<file path="src/core/aerus_defines.svh">
// constants of the error reporting capability header and status word
// assumes byte addresses of the extended configuration space
`ifndef AERUS_DEFINES_SVH
`define AERUS_DEFINES_SVH
`define AERUS_ID_OFS 12'h100
`define AERUS_NEXT_OFS 12'h102
`define AERUS_STAT_OFS 12'h104
`define AERUS_CAP_ID 16'h0001
`define AERUS_NEXT_PTR 12'h000
`define AERUS_CAP_VER 4'h1
`define AERUS_STAT_RST 32'h00000000
`define AERUS_STAT_LIVE 32'h001FF010
`define AERUS_UR_BIT 20
`define AERUS_ECRC_BIT 19
`define AERUS_MAL_BIT 18
`define AERUS_OVR_BIT 17
`define AERUS_STRAY_BIT 16
`define AERUS_CA_BIT 15
`define AERUS_CTO_BIT 14
`define AERUS_FC_BIT 13
`define AERUS_PSN_BIT 12
`define AERUS_DLL_BIT 4
`define AERUS_ACS_BIT 21
`define AERUS_SD_BIT 5
`endif

</file>
<file path="src/core/aerus_pkg.sv">
// types shared by the capability block and its surroundings
// assumes the constants header is compiled alongside
package aerus_pkg;
  // one pulse per detected error, from the link and transaction layers
  typedef struct packed {
    logic unsupported_request_flag;
    logic end_to_end_crc_fail_flag;
    logic malformed_packet_flag;
    logic credit_overrun_flag;
    logic stray_completion_flag;
    logic completer_abort_flag;
    logic completion_timeout_flag;
    logic flow_credit_protocol_flag;
    logic poisoned_packet_flag;
    logic link_protocol_flag;
  } aerus_event_s;
  // configuration access request, byte address and byte enables
  typedef struct packed {
    logic req;
    logic we;
    logic [11:0] addr;
    logic [3:0] be;
    logic [31:0] wdata;
  } aerus_cfg_req_s;
  // configuration answer
  typedef struct packed {
    logic ack;
    logic [31:0] rdata;
  } aerus_cfg_rsp_s;
  // whole state of the block
  typedef struct packed {
    logic [31:0] flags;
    aerus_cfg_rsp_s rsp;
  } aerus_state_s;
endpackage

</file>
<file path="src/core/aerus_top.sv">
// error reporting capability header and uncorrectable status register
// assumes reset inputs come from the reset controller on core_clk_i,
// and the mask word from the mask register kept elsewhere
`timescale 1ns/100ps
`include "aerus_defines.svh"
module aerus_top (
  input wire logic core_clk_i,
  input wire logic rst_b_i,
  input wire logic global_reset_in_b_i,
  input wire logic fund_reset_b_i,
  input wire logic hot_reset_i,
  input wire aerus_pkg::aerus_cfg_req_s cfg_req_i,
  output aerus_pkg::aerus_cfg_rsp_s cfg_rsp_o,
  input wire aerus_pkg::aerus_event_s err_event_i,
  input wire logic [31:0] err_mask_i,
  output logic [31:0] uncorr_flags_o
);

  aerus_pkg::aerus_state_s st;
  aerus_pkg::aerus_state_s next_st;
  logic [31:0] ev_vec;
  logic [31:0] set_vec;
  logic [31:0] clr_vec;
  logic [31:0] be_mask;
  logic [31:0] rd_word;
  logic [31:0] cap_word;
  logic stat_rst;
  logic any_rst;
  logic sticky_rst;
  logic hit_cap;
  logic hit_stat;

  // place each event pulse on its status bit position
  always_comb begin
    ev_vec = 32'h00000000;
    ev_vec[`AERUS_UR_BIT] = err_event_i.unsupported_request_flag;
    ev_vec[`AERUS_ECRC_BIT] = err_event_i.end_to_end_crc_fail_flag;
    ev_vec[`AERUS_MAL_BIT] = err_event_i.malformed_packet_flag;
    ev_vec[`AERUS_OVR_BIT] = err_event_i.credit_overrun_flag;
    ev_vec[`AERUS_STRAY_BIT] = err_event_i.stray_completion_flag;
    ev_vec[`AERUS_CA_BIT] = err_event_i.completer_abort_flag;
    ev_vec[`AERUS_CTO_BIT] = err_event_i.completion_timeout_flag;
    ev_vec[`AERUS_FC_BIT] = err_event_i.flow_credit_protocol_flag;
    ev_vec[`AERUS_PSN_BIT] = err_event_i.poisoned_packet_flag;
    ev_vec[`AERUS_DLL_BIT] = err_event_i.link_protocol_flag;
  end

  // reset classes; hot reset is left out of the status class
  // status reset class
  assign stat_rst = !rst_b_i || !global_reset_in_b_i || !fund_reset_b_i;
  assign any_rst = stat_rst || hot_reset_i;
  // sticky class, only power-on and global reset
  assign sticky_rst = !rst_b_i || !global_reset_in_b_i;

  // address decode on the dword; both header halves share one dword
  assign hit_cap = cfg_req_i.addr[11:2] == 10'(`AERUS_ID_OFS >> 2);
  assign hit_stat = cfg_req_i.addr[11:2] == 10'(`AERUS_STAT_OFS >> 2);

  // identifier low half, pointer upper bits
  // version in low four bits of the upper half
  assign cap_word = {`AERUS_NEXT_PTR, `AERUS_CAP_VER, `AERUS_CAP_ID};

  // expand byte enables to bit lanes for the clear mask
  always_comb begin
    be_mask = {{8{cfg_req_i.be[3]}}, {8{cfg_req_i.be[2]}},
               {8{cfg_req_i.be[1]}}, {8{cfg_req_i.be[0]}}};
  end

  // set and clear terms of the status word
  always_comb begin
    set_vec = ev_vec & ~err_mask_i & `AERUS_STAT_LIVE;
    clr_vec = 32'h00000000;
    // reserved and read-only bits take no write
    if (cfg_req_i.req && cfg_req_i.we && hit_stat) begin
      clr_vec = cfg_req_i.wdata & be_mask & `AERUS_STAT_LIVE;
    end
  end

  // read mux; unmapped dwords read zero and writes there are dropped
  always_comb begin
    rd_word = 32'h00000000;
    if (hit_cap) begin
      rd_word = cap_word;
    end else if (hit_stat) begin
      rd_word = st.flags & `AERUS_STAT_LIVE;
    end
  end

  // next state; the status word and the answer follow different resets
  always_comb begin
    next_st = st;
    next_st.flags = ((st.flags & ~clr_vec) | set_vec) & `AERUS_STAT_LIVE;
    next_st.rsp.ack = cfg_req_i.req;
    next_st.rsp.rdata = 32'h00000000;
    if (cfg_req_i.req && !cfg_req_i.we) begin
      next_st.rsp.rdata = rd_word;
    end
    // answer path clears on any reset
    if (any_rst) begin
      next_st.rsp = '0;
    end
    // status clears, but not on hot reset alone
    if (stat_rst) begin
      next_st.flags = `AERUS_STAT_RST;
    end
  end

  // single state register; all resets are synchronous
  always_ff @(posedge core_clk_i) begin
    st <= next_st;
  end

  // outputs straight from the state flops
  assign cfg_rsp_o = st.rsp;
  assign uncorr_flags_o = st.flags;

  // a header dword read made outside a reset gives the capability identifier in its low half
  a_cap_read_value: assert property (
    @(posedge core_clk_i) disable iff (!rst_b_i)
    (cfg_req_i.req && !cfg_req_i.we && hit_cap && !any_rst)
    |=> (cfg_rsp_o.ack && cfg_rsp_o.rdata[15:0] == 16'h0001))
    else $error("capability identifier read wrong");

  // pointer and version in the upper half of the header dword
  a_next_ver_value: assert property (
    @(posedge core_clk_i) disable iff (!rst_b_i)
    (cfg_req_i.req && !cfg_req_i.we && hit_cap && !any_rst)
    |=> (cfg_rsp_o.rdata[31:16] == 16'h0001))
    else $error("next pointer or version read wrong");

  // a write to the header changes what the next read returns not at all
  a_cap_write_ignored: assert property (
    @(posedge core_clk_i) disable iff (!rst_b_i)
    (cfg_req_i.req && cfg_req_i.we && hit_cap && !any_rst)
    ##1 (cfg_req_i.req && !cfg_req_i.we && hit_cap && !any_rst)
    |=> (cfg_rsp_o.rdata == 32'h00010001))
    else $error("capability header took a write");

  // every request made outside a reset is answered exactly one cycle later
  a_answer_latency: assert property (
    @(posedge core_clk_i) disable iff (!rst_b_i)
    (cfg_req_i.req && !any_rst) |=> cfg_rsp_o.ack)
    else $error("configuration request not answered");

  // unmasked events reach their flags on the next edge
  a_event_sets_flag: assert property (
    @(posedge core_clk_i) disable iff (!rst_b_i)
    !stat_rst |=> ((($past(ev_vec) & ~$past(err_mask_i)
      & `AERUS_STAT_LIVE) & ~uncorr_flags_o) == 32'h00000000))
    else $error("unmasked error event lost");

  // a flag rises only from an unmasked event
  a_mask_blocks_set: assert property (
    @(posedge core_clk_i) disable iff (!rst_b_i)
    1'b1 |=> ((uncorr_flags_o & ~$past(uncorr_flags_o)
      & ~$past(set_vec)) == 32'h00000000))
    else $error("flag set without unmasked event");

  // zero bits of a status write leave flags alone
  a_zero_write_keeps: assert property (
    @(posedge core_clk_i) disable iff (!rst_b_i)
    (cfg_req_i.req && cfg_req_i.we && hit_stat && !stat_rst)
    |=> (($past(uncorr_flags_o) & ~$past(cfg_req_i.wdata & be_mask)
      & ~uncorr_flags_o) == 32'h00000000))
    else $error("flag cleared by a zero write");

  // full write of ones with no event empties the status word
  a_ones_write_clears: assert property (
    @(posedge core_clk_i) disable iff (!rst_b_i)
    (cfg_req_i.req && cfg_req_i.we && hit_stat && cfg_req_i.be == 4'hF
      && cfg_req_i.wdata == 32'hFFFFFFFF && set_vec == 32'h00000000)
    |=> (uncorr_flags_o == 32'h00000000))
    else $error("write of ones did not clear flags");

  // a clear that meets an event leaves that flag set
  a_set_beats_clear: assert property (
    @(posedge core_clk_i) disable iff (!rst_b_i)
    (|(set_vec & clr_vec) && !stat_rst)
    |=> ((($past(set_vec & clr_vec)) & ~uncorr_flags_o) == 32'h00000000))
    else $error("event lost against a clear");

  // unsupported and reserved positions never read one
  a_reserved_zero: assert property (
    @(posedge core_clk_i) disable iff (!rst_b_i)
    (uncorr_flags_o & ~`AERUS_STAT_LIVE) == 32'h00000000)
    else $error("reserved status bit set");

  // access control and surprise down flags stay clear even if pulsed
  a_unsupported_zero: assert property (
    @(posedge core_clk_i) disable iff (!rst_b_i)
    !uncorr_flags_o[`AERUS_ACS_BIT] && !uncorr_flags_o[`AERUS_SD_BIT])
    else $error("unsupported error flag set");

  // hot reset alone keeps every flag that no write in the same cycle clears, and drops the answer
  a_hot_keeps_flags: assert property (
    @(posedge core_clk_i) disable iff (!rst_b_i)
    (hot_reset_i && !stat_rst)
    |=> ((($past(uncorr_flags_o) & ~$past(clr_vec)) & ~uncorr_flags_o)
      == 32'h00000000 && !cfg_rsp_o.ack))
    else $error("hot reset disturbed flags or answer");

  // fundamental or global reset empties the status word
  a_fund_clears: assert property (
    @(posedge core_clk_i) disable iff (!rst_b_i)
    (!fund_reset_b_i || !global_reset_in_b_i)
    |=> (uncorr_flags_o == 32'h00000000 && !cfg_rsp_o.ack))
    else $error("status not cleared by reset");

  // a reset of the sticky class also empties the status word
  a_sticky_subset: assert property (
    @(posedge core_clk_i) disable iff (!rst_b_i)
    sticky_rst |=> (uncorr_flags_o == 32'h00000000 && !cfg_rsp_o.ack))
    else $error("sticky class reset left status set");

  // a read of the status dword returns what the flags held
  a_status_readback: assert property (
    @(posedge core_clk_i) disable iff (!rst_b_i)
    (cfg_req_i.req && !cfg_req_i.we && hit_stat && !any_rst)
    |=> (cfg_rsp_o.rdata == ($past(uncorr_flags_o) & `AERUS_STAT_LIVE)))
    else $error("status read does not match flags");

  // unmapped reads return zero
  a_unmapped_zero: assert property (
    @(posedge core_clk_i) disable iff (!rst_b_i)
    (cfg_req_i.req && !hit_cap && !hit_stat && !any_rst)
    |=> (cfg_rsp_o.rdata == 32'h00000000))
    else $error("unmapped address returned data");

endmodule

</file>
<file path="config.mk">
export PLATFORM = sky130hd
export DESIGN_NAME = aerus_top
export DESIGN_NICKNAME = d
export VERILOG_FILES = /design/src/core/aerus_pkg.sv /design/src/core/aerus_top.sv
export VERILOG_INCLUDE_DIRS = /design/src /design/src/core
export SDC_FILE = /design/constraint.sdc
export NUM_CORES = 1
export LEC_CHECK = 0
export ABC_AREA = 1
export BUFFER_PORTS_ARGS = -buffer_cell sky130_fd_sc_hd__buf_4
export CAP_MARGIN = 20
export CORE_UTILIZATION = 35
export DETAILED_ROUTE_END_ITERATION = 8
export PLACE_DENSITY = 0.86
export SKIP_LAST_GASP = 1
export SYNTH_ARGS = -nofsm -noshare
export SYNTH_HDL_FRONTEND = slang
export SYNTH_SLANG_ARGS = --single-unit
</file>
<file path="constraint.sdc">
create_clock -name core_clk_i -period 2.84 [get_ports core_clk_i]
set_clock_uncertainty 0.05 [all_clocks]
set_input_delay 0.284 -clock core_clk_i [delete_from_list [all_inputs] [get_ports core_clk_i]]
set_output_delay 0.284 -clock core_clk_i [all_outputs]
set_load 0.005 [all_outputs]
</file>
==> impl_metrics.ini, run 1 <==
[run_status]
outcome = complete, no violations

[floorplanning]
dieArea_um2 = 3950
coreArea_um2 = 3440
rows = 21
die-width_um = 62.8
pin_count = 162
die_y_um = 62.8
start_util = 0.376

[setup_path]
path_class = in -> reg
end_kind = flip-flop
worstPathMaxFanout = 12
cp_data_required_time_ps = 2980
reg2reg_to = uncorr_flags_o[12]
cp-start-kind = input port
rrSetupSlack_ps = 2160
rr_worst_depth = 2
r2r_start = uncorr_flags_o[12]
crit_arrival_ps = 1470

[worst_hold_path]
min_to = cfg_rsp_o[32]
min_path_cells = 2
hp-start = hot_reset_i
hold_class = in -> reg

[synth]
syn_avg_cell_area_um2 = 7.28
yosysTopAreaCell = dfxtp_1
synth_area_leaders = dfxtp_1 34%, buf_4 25%, nand2_1 9.9%
synth-seq-cells = 22
synth_top_area_frac = 0.340
yosysWarnings = 0
mappedNetlistArea_um2 = 1290
synth_cell_types = 17
syn_inst = 178
ys_seq_area_frac = 0.340

[layout]
nets = 348
area_growth_pct = 34.9
antenna_cells = 0
drive_above_1_share = 0.357
final_core_util = 0.507
fillers = 338

[power_and_ir_drop]
total_power_mw = 0.599
power-per-cell-area_nw_per_um2 = 343
p_leak_nw = 0.964
peakVddDrop_mv = 0.153

[routing]
drt-initial-drc-count = 71
firstDrtPassIters = 4
wl_per_cell_um = 9.32
ant_nets = 0
wl_mm = 2.75
via_per_inst = 3.91
drc = 0
dr_total_vias = 1152

[global_route]
antenna_found_initial = 0
grt_use_total = 0.140
grt_pass1_vias = 1033
grt_pass1_wl_mm = 4.33
grt_start_max_net_pins = 13
overflow = 0

[timing]
worstMarginPinSlew_ps = 590
min_period_over_period = 0.468
finalSetupViolCount = 0
slew_viol_final = 0
whs_ps = 169
grt_setup_unrepaired = no
fmax_mhz = 752
maxSlewHeadroom = 0.606
tns_ps = 0
min_period_ps = 1330
finalHoldViolCount = 0

[clock_tree]
worstSkewPairLatency_ps = 250
clk_pin_slew_ps = 70
cts.htree.levels = 1
cts_tree = done
cts_resized = 0
cts_made_buffers = 3
clock_sinks = 22
post_cts_buffers = 0
clock_path_buffers = 2
cts-root-buf = clkbuf_8
hold_buffers = 0

[flow_run]
maxCapViolCount = 0

[placement]
io_buffers = 71
place_congestion = 0.694
hpwl_mm = 2.28
==> where the power goes <==
group | total, mW | leakage [nW] | internal [mW] | switching (mW)
logic | 0.101 | 0.765 | 0.0546 | 0.0468
registers | 0.313 | 0.178 | 0.311 | 0.00203
clock network | 0.184 | 0.0216 | 0.0943 | 0.0898
==> critical path, cell delays in order <==
cell and delay [ps]:
buf_4 80, nand3_1 410, nor4_4 410, nand2_4 190, nor2_2 110
==> synth_stat cells <==
cell type	number
nor4_4	1
dfxtp_1	22
nand2_4	1
nand3_1	12
nor2_4	1
nor2_1	3
a21oi_1	10
nand3_2	2
clkbuf_1	1
nand2_1	34
nor2_2	10
buf_4	43
nor3_1	2
clkinv_1	1
inv_1	33
buf_6	1
conb_1	1
==> kinds of logic after synthesis <==
logic type,share of synthesized area
AOI/OAI and AO/OA,0.0386
buffers and inverters,0.359
DFF,0.340
other,0.00290
and+or+nand+nor,0.259
==> metal layers <==
metal / routed length, µm / vias up / track usage / share of wire
met1: 988 / 486 / 0.147 / 0.36
li1: - / 583 / - / -
met2: 1410 / 77 / 0.253 / 0.51
met3: 304 / 6 / 0.0383 / 0.11
met4: 43 / 0 / 0.0698 / 0.016
met5: 0 / - / 0 / 0
==> how the worst max path moves through the flow <==
stage                               from                 end  slack, ps  cells past startpoint
after floorplan            cfg_req_i[41]  uncorr_flags_o[16]       1750                      7
after global placement    fund_reset_b_i       cfg_rsp_o[19]       1240                      5
after detailed placement  fund_reset_b_i       cfg_rsp_o[15]       1230                      5
after CTS                 fund_reset_b_i       cfg_rsp_o[15]       1490                      5
after global routing      fund_reset_b_i       cfg_rsp_o[18]       1350                      5
final                     fund_reset_b_i       cfg_rsp_o[15]       1510                      5
==> flip-flops by register name (all words and copies together) (netlist names) <==
register,flops
cfg_rsp_o,12
uncorr_flags_o,10
==> final cells by class <==
type	count	area, µm²	area share
clock buffer	3	41.3	0.0236
multi-input combinational	119	547	0.313
timing repair buffer	71	533	0.305
tap	46	57.6	0.0330
sequential	22	440	0.252
inverter	34	128	0.0731
==> cell usage in the layout (no fill, tap or decap), drive strengths merged <==
cell type	netlist	routed
clkinv	1	1
conb	1	43
nor3	2	2
nand2	35	35
buf	44	71
clkbuf	1	3
nor4	1	1
nand3	14	14
nor2	14	14
dfxtp	22	22
a21oi	10	10
inv	33	33
==> metrics by stage <==
| stage | setup WS [ps] | cell area (µm²) | instances |
|---|---|---|---|
| floorplan | 1750 | 1450 | 220 |
| global placement | 1240 | 1710 | 292 |
| detailed placement | 1230 | 1710 | 292 |
| CTS | 1490 | 1750 | 295 |
| global route | 1350 | 1750 | 295 |
| finish | 1510 | 1750 | 295 |
No activity file was read; power rests on OpenSTA's default activity.
==> run 2, diff against run 1 <==
- CORE_UTILIZATION: 35 -> 29
- PLACE_DENSITY: 0.86 -> 0.76
- clock period: 2.84 -> 1.09 ns (I/O delays scaled with it)
==> run 2 against run 1 <==
Compared with the run above:
- first-iteration DRC count is 73% lower
- count of clock-buffer cells in the layout stayed put
- core utilization is 7.6 points lower
- setup slack worse by 1300 ps
- routed wire length is 3.1% lower
- worst hold slack worse by 120 ps
- via count is 2.3% lower
- die area is 20% higher
- critical path depth is 4 lower
- register-to-register slack worse by 1800 ps
- combinational power grew to 2.6 times the previous value
- sequential share of layout area is 0.60 points lower
- critical path type is now reg -> out
- largest power group unchanged
==> impl_metrics.ini, run 2 (synthesized netlist as in run 1, its figures left out) <==
[placement]
placed_cells = 298
io_buffers = 71
hpwl_mm = 2.20
place_congestion = 0.676
post-place-ws_ps = 1.23
dpl_cell_area_um2 = 1740

[clock_tree]
clock_sinks = 22
clk_pin_slew_ps = 70
cts.htree.levels = 1
cts_tree = done
cts-root-buf = clkbuf_8
cts_made_buffers = 3
clock_path_buffers = 2
worstSkewPairLatency_ps = 250

[run_status]
outcome = complete, no violations

[global_route]
grt_pass1_wl_mm = 3.97
antenna_found_initial = 0
grt_start_max_net_pins = 13
overflow = 0
grt_use_total = 0.114
grt_pass1_vias = 982

[setup_path]
worstPathMaxFanout = 3
cp_data_required_time_ps = 930
critPathBufInv = 1
cp-start-kind = flip-flop
path_class = reg -> out
slowest_delay_ps = 370
end_kind = output port
crit_chain = buf_4
critPathTopFamily = flip-flops
cp_slowest_cell = dfxtp_1
crit_arrival_ps = 750

[layout]
final_cell_mix = 72 x buf_4, 43 x conb_1, 34 x nand2_1
nets = 351
stdcell_count = 302
mostFrequentLayoutCell = buf_4
drive_above_1_share = 0.361
antenna_cells = 0
largest_reg_flops = 12
fillers = 429
area_growth_pct = 38.2
postLayoutCellArea_um2 = 1790
final_core_util = 0.432

[timing]
min_period_over_period = 0.835
grt_setup_unrepaired = no
finalHoldViolCount = 0
slew_viol_final = 0
fmax_mhz = 1100
tns_ps = 0
finalSetupViolCount = 0
min_period_ps = 911
fin_ws_ps = 179

[routing]
drc = 0
ant_nets = 0
wl_per_cell_um = 8.82
via_per_inst = 3.73
firstDrtPassIters = 3
dr_total_vias = 1125
drt-initial-drc-count = 19
wl_mm = 2.66

[flow_run]
maxCapViolCount = 0

[floorplanning]
start_util = 0.313
die_y_um = 68.8
die-width_um = 68.8
dieArea_um2 = 4740
rows = 23
coreArea_um2 = 4140
pin_count = 162

[power_and_ir_drop]
peakVddDrop_mv = 0.369
power-per-cell-area_nw_per_um2 = 868
p_leak_nw = 0.981

[worst_hold_path]
hold_class = in -> reg
## run 2: changes by cell type in the layout (fill, tap and decap cells not counted)
cell | before | now
buf_4 | 71 | 72
dlygate4sd3_1 | 0 | 1
buf_12 | 0 | 1
## run 2: path summary, 6_finish.rpt
check | from | to | slack, ps | cells past startpoint
worst min-delay path | err_mask_i[16] | uncorr_flags_o[16] | 50 | 4
worst max register to register | uncorr_flags_o[4] | uncorr_flags_o[4] | 410 | 2
worst max-delay path | uncorr_flags_o[12] | uncorr_flags_o[12] | 180 | 1
worst min register to register | uncorr_flags_o[14] | cfg_rsp_o[14] | 400 | 2
## run 2: power by group
| group | switching (mW) | total, mW | internal, mW |
|---|---|---|---|
| combinational | 0.119 | 0.265 | 0.146 |
| sequential | 0.00558 | 0.817 | 0.811 |
| clock | 0.226 | 0.471 | 0.246 |
| total | 0.350 | 1.55 | 1.20 |
## run 2: final cells by class
type                    instances  area, µm²  area share
well taps                      50       62.6      0.0350
flip-flops and latches         22        440       0.246
clock buffers                   3       41.3      0.0231
repair buffers                 74        571       0.319
inverters                      34        128      0.0713
multi-input cells             119        547       0.306
## run 2: stage by stage
| stage | hold slack (ps) | power, mW |
|---|---|---|
| global placement | 261 | 1.09 |
| floorplan | 138 | 1.04 |
| global route | 54.0 | 1.64 |
| CTS | 0.997 | 1.57 |
| detailed placement | 270 | 1.10 |
| finish | 49.9 | 1.55 |
## run 2: layer usage
metal	up-vias	wire length [µm]	global-route usage	part of all wire
met2	68	1360	0.232	0.51
met3	2	354	0.0197	0.13
met1	466	933	0.110	0.35
met4	0	13	0.0459	0.0049
li1	589	-	-	-
met5	-	0	0	0
## run 2: what timing repair did
item / 4_1_cts / 5_1_grt
hold endpoints to repair: 0 / 1
setup buffers: 0 / 0
resized for setup: 0 / 0
hold buffers: 0 / 1
==> run 3, diff against run 2 <==
- CORE_UTILIZATION: 29 -> 32
- PLACE_DENSITY: 0.76 -> 0.8
- clock period: 1.09 -> 0.95 ns (I/O delays scaled with it)
==> run 3 against run 2 <==
Compared with the run above:
- global-route usage increased by 1.6 points
- first-iteration DRC count increased by 53%
- register-to-register slack got worse by 130 ps
- setup slack got worse by 130 ps
- combinational power increased by 17%
- largest power group unchanged
==> impl_metrics.ini, run 3 (synthesized netlist as in run 1, its figures left out) <==
[run_status]
outcome = complete, no violations

[clock_tree]
post_cts_buffers = 0
clk_pin_slew_ps = 80
cts_made_buffers = 3
hold_buffers = 1
clock_sinks = 22
cts.htree.levels = 1
cts_tree = done
clock_path_buffers = 2
cts-root-buf = clkbuf_8
worstSkewPairLatency_ps = 260
cts_resized = 0

[placement]
place_congestion = 0.705
io_buffers = 71
placed_cells = 298
hpwl_mm = 2.22

[global_route]
overflow = 0
grt_start_max_net_pins = 13
grt_pass1_vias = 1054
antenna_found_initial = 0
grt_use_total = 0.130
grt_pass1_wl_mm = 4.30

[setup_path]
cp_data_required_time_ps = 810
slowest_delay_ps = 370
path_class = reg -> out
cp-start-kind = flip-flop
crit_arrival_ps = 760
cp_slowest_cell = dfxtp_1
r2r_start = uncorr_flags_o[12]
critPathBufInv = 1
worstPathMaxFanout = 3
critPathTopFamily = flip-flops
end_kind = output port
timing.critical_path.from = uncorr_flags_o[12]
crit_chain = buf_4

[routing]
wl_mm = 2.67
dr_total_vias = 1156
firstDrtPassIters = 4
wl_per_cell_um = 8.81
drt-initial-drc-count = 29
drc = 0
via_per_inst = 3.82
ant_nets = 0

[timing]
min_period_over_period = 0.950
fmax_mhz = 1110
finalSetupViolCount = 0
min_period_ps = 903
grt_setup_unrepaired = no
tns_ps = 0
finalHoldViolCount = 0
slew_viol_final = 0
whs_ps = 29.5

[layout]
final_cell_mix = 74 x buf_4, 43 x conb_1, 34 x nand2_1
area_growth_pct = 40.2
mostFrequentLayoutCell = buf_4
seqCellArea_um2 = 440
drive_above_1_share = 0.369
multiInputGateArea_um2 = 547
fillers = 373
nets = 353
stdcell_count = 303
largest_reg_flops = 12
antenna_cells = 0

[power_and_ir_drop]
p_leak_nw = 0.998
power-per-cell-area_nw_per_um2 = 1050
peakVddDrop_mv = 0.432

[worst_hold_path]
hp-start = err_mask_i[19]
hold_class = in -> reg

[floorplanning]
dieArea_um2 = 4310
pin_count = 162
die_y_um = 65.6
rows = 22
start_util = 0.343
coreArea_um2 = 3770
die-width_um = 65.6

[flow_run]
maxCapViolCount = 0
-- run 3: path summary, 6_finish.rpt --
kind         slack (ps)                  to  cells after the start
min reg2reg         410       cfg_rsp_o[13]                      2
max reg2reg         280  uncorr_flags_o[12]                      2
max                  50  uncorr_flags_o[12]                      1
min                  30  uncorr_flags_o[19]                      4
-- run 3: routing by layer --
metal  vias to the layer above  routed length [µm]  track usage
met5                         -                   0            0
met4                         0                  13       0.0543
met3                         2                 305       0.0226
met2                        69                1360        0.255
met1                       491                 989        0.132
li1                        594                   -            -
-- run 3: where the power goes --
group          internal (mW)  leakage [nW]  switching [mW]
registers              0.930         0.178         0.00635
clock network          0.369        0.0288           0.286
logic                  0.173         0.791           0.137
-- run 3: layout make-up --
type,count,area share
Timing Repair Buffer,76,0.323
Multi-Input combinational cell,119,0.301
Sequential cell,22,0.243
Inverter,34,0.0703
Tap cell,48,0.0331
Clock buffer,4,0.0303
-- run 3: per-stage QoR --
step	total power, mW	setup slack, ps	cell area (µm²)	utilization
2_1_floorplan	1.19	50.2	1450	-
3_3_place_gp	1.26	-110	1750	0.464
3_5_place_dp	1.26	-121	1750	0.464
4_1_cts	1.92	24.4	1820	0.481
5_1_grt	2.00	12.9	1820	0.481
6_report	1.90	47.0	1820	0.481
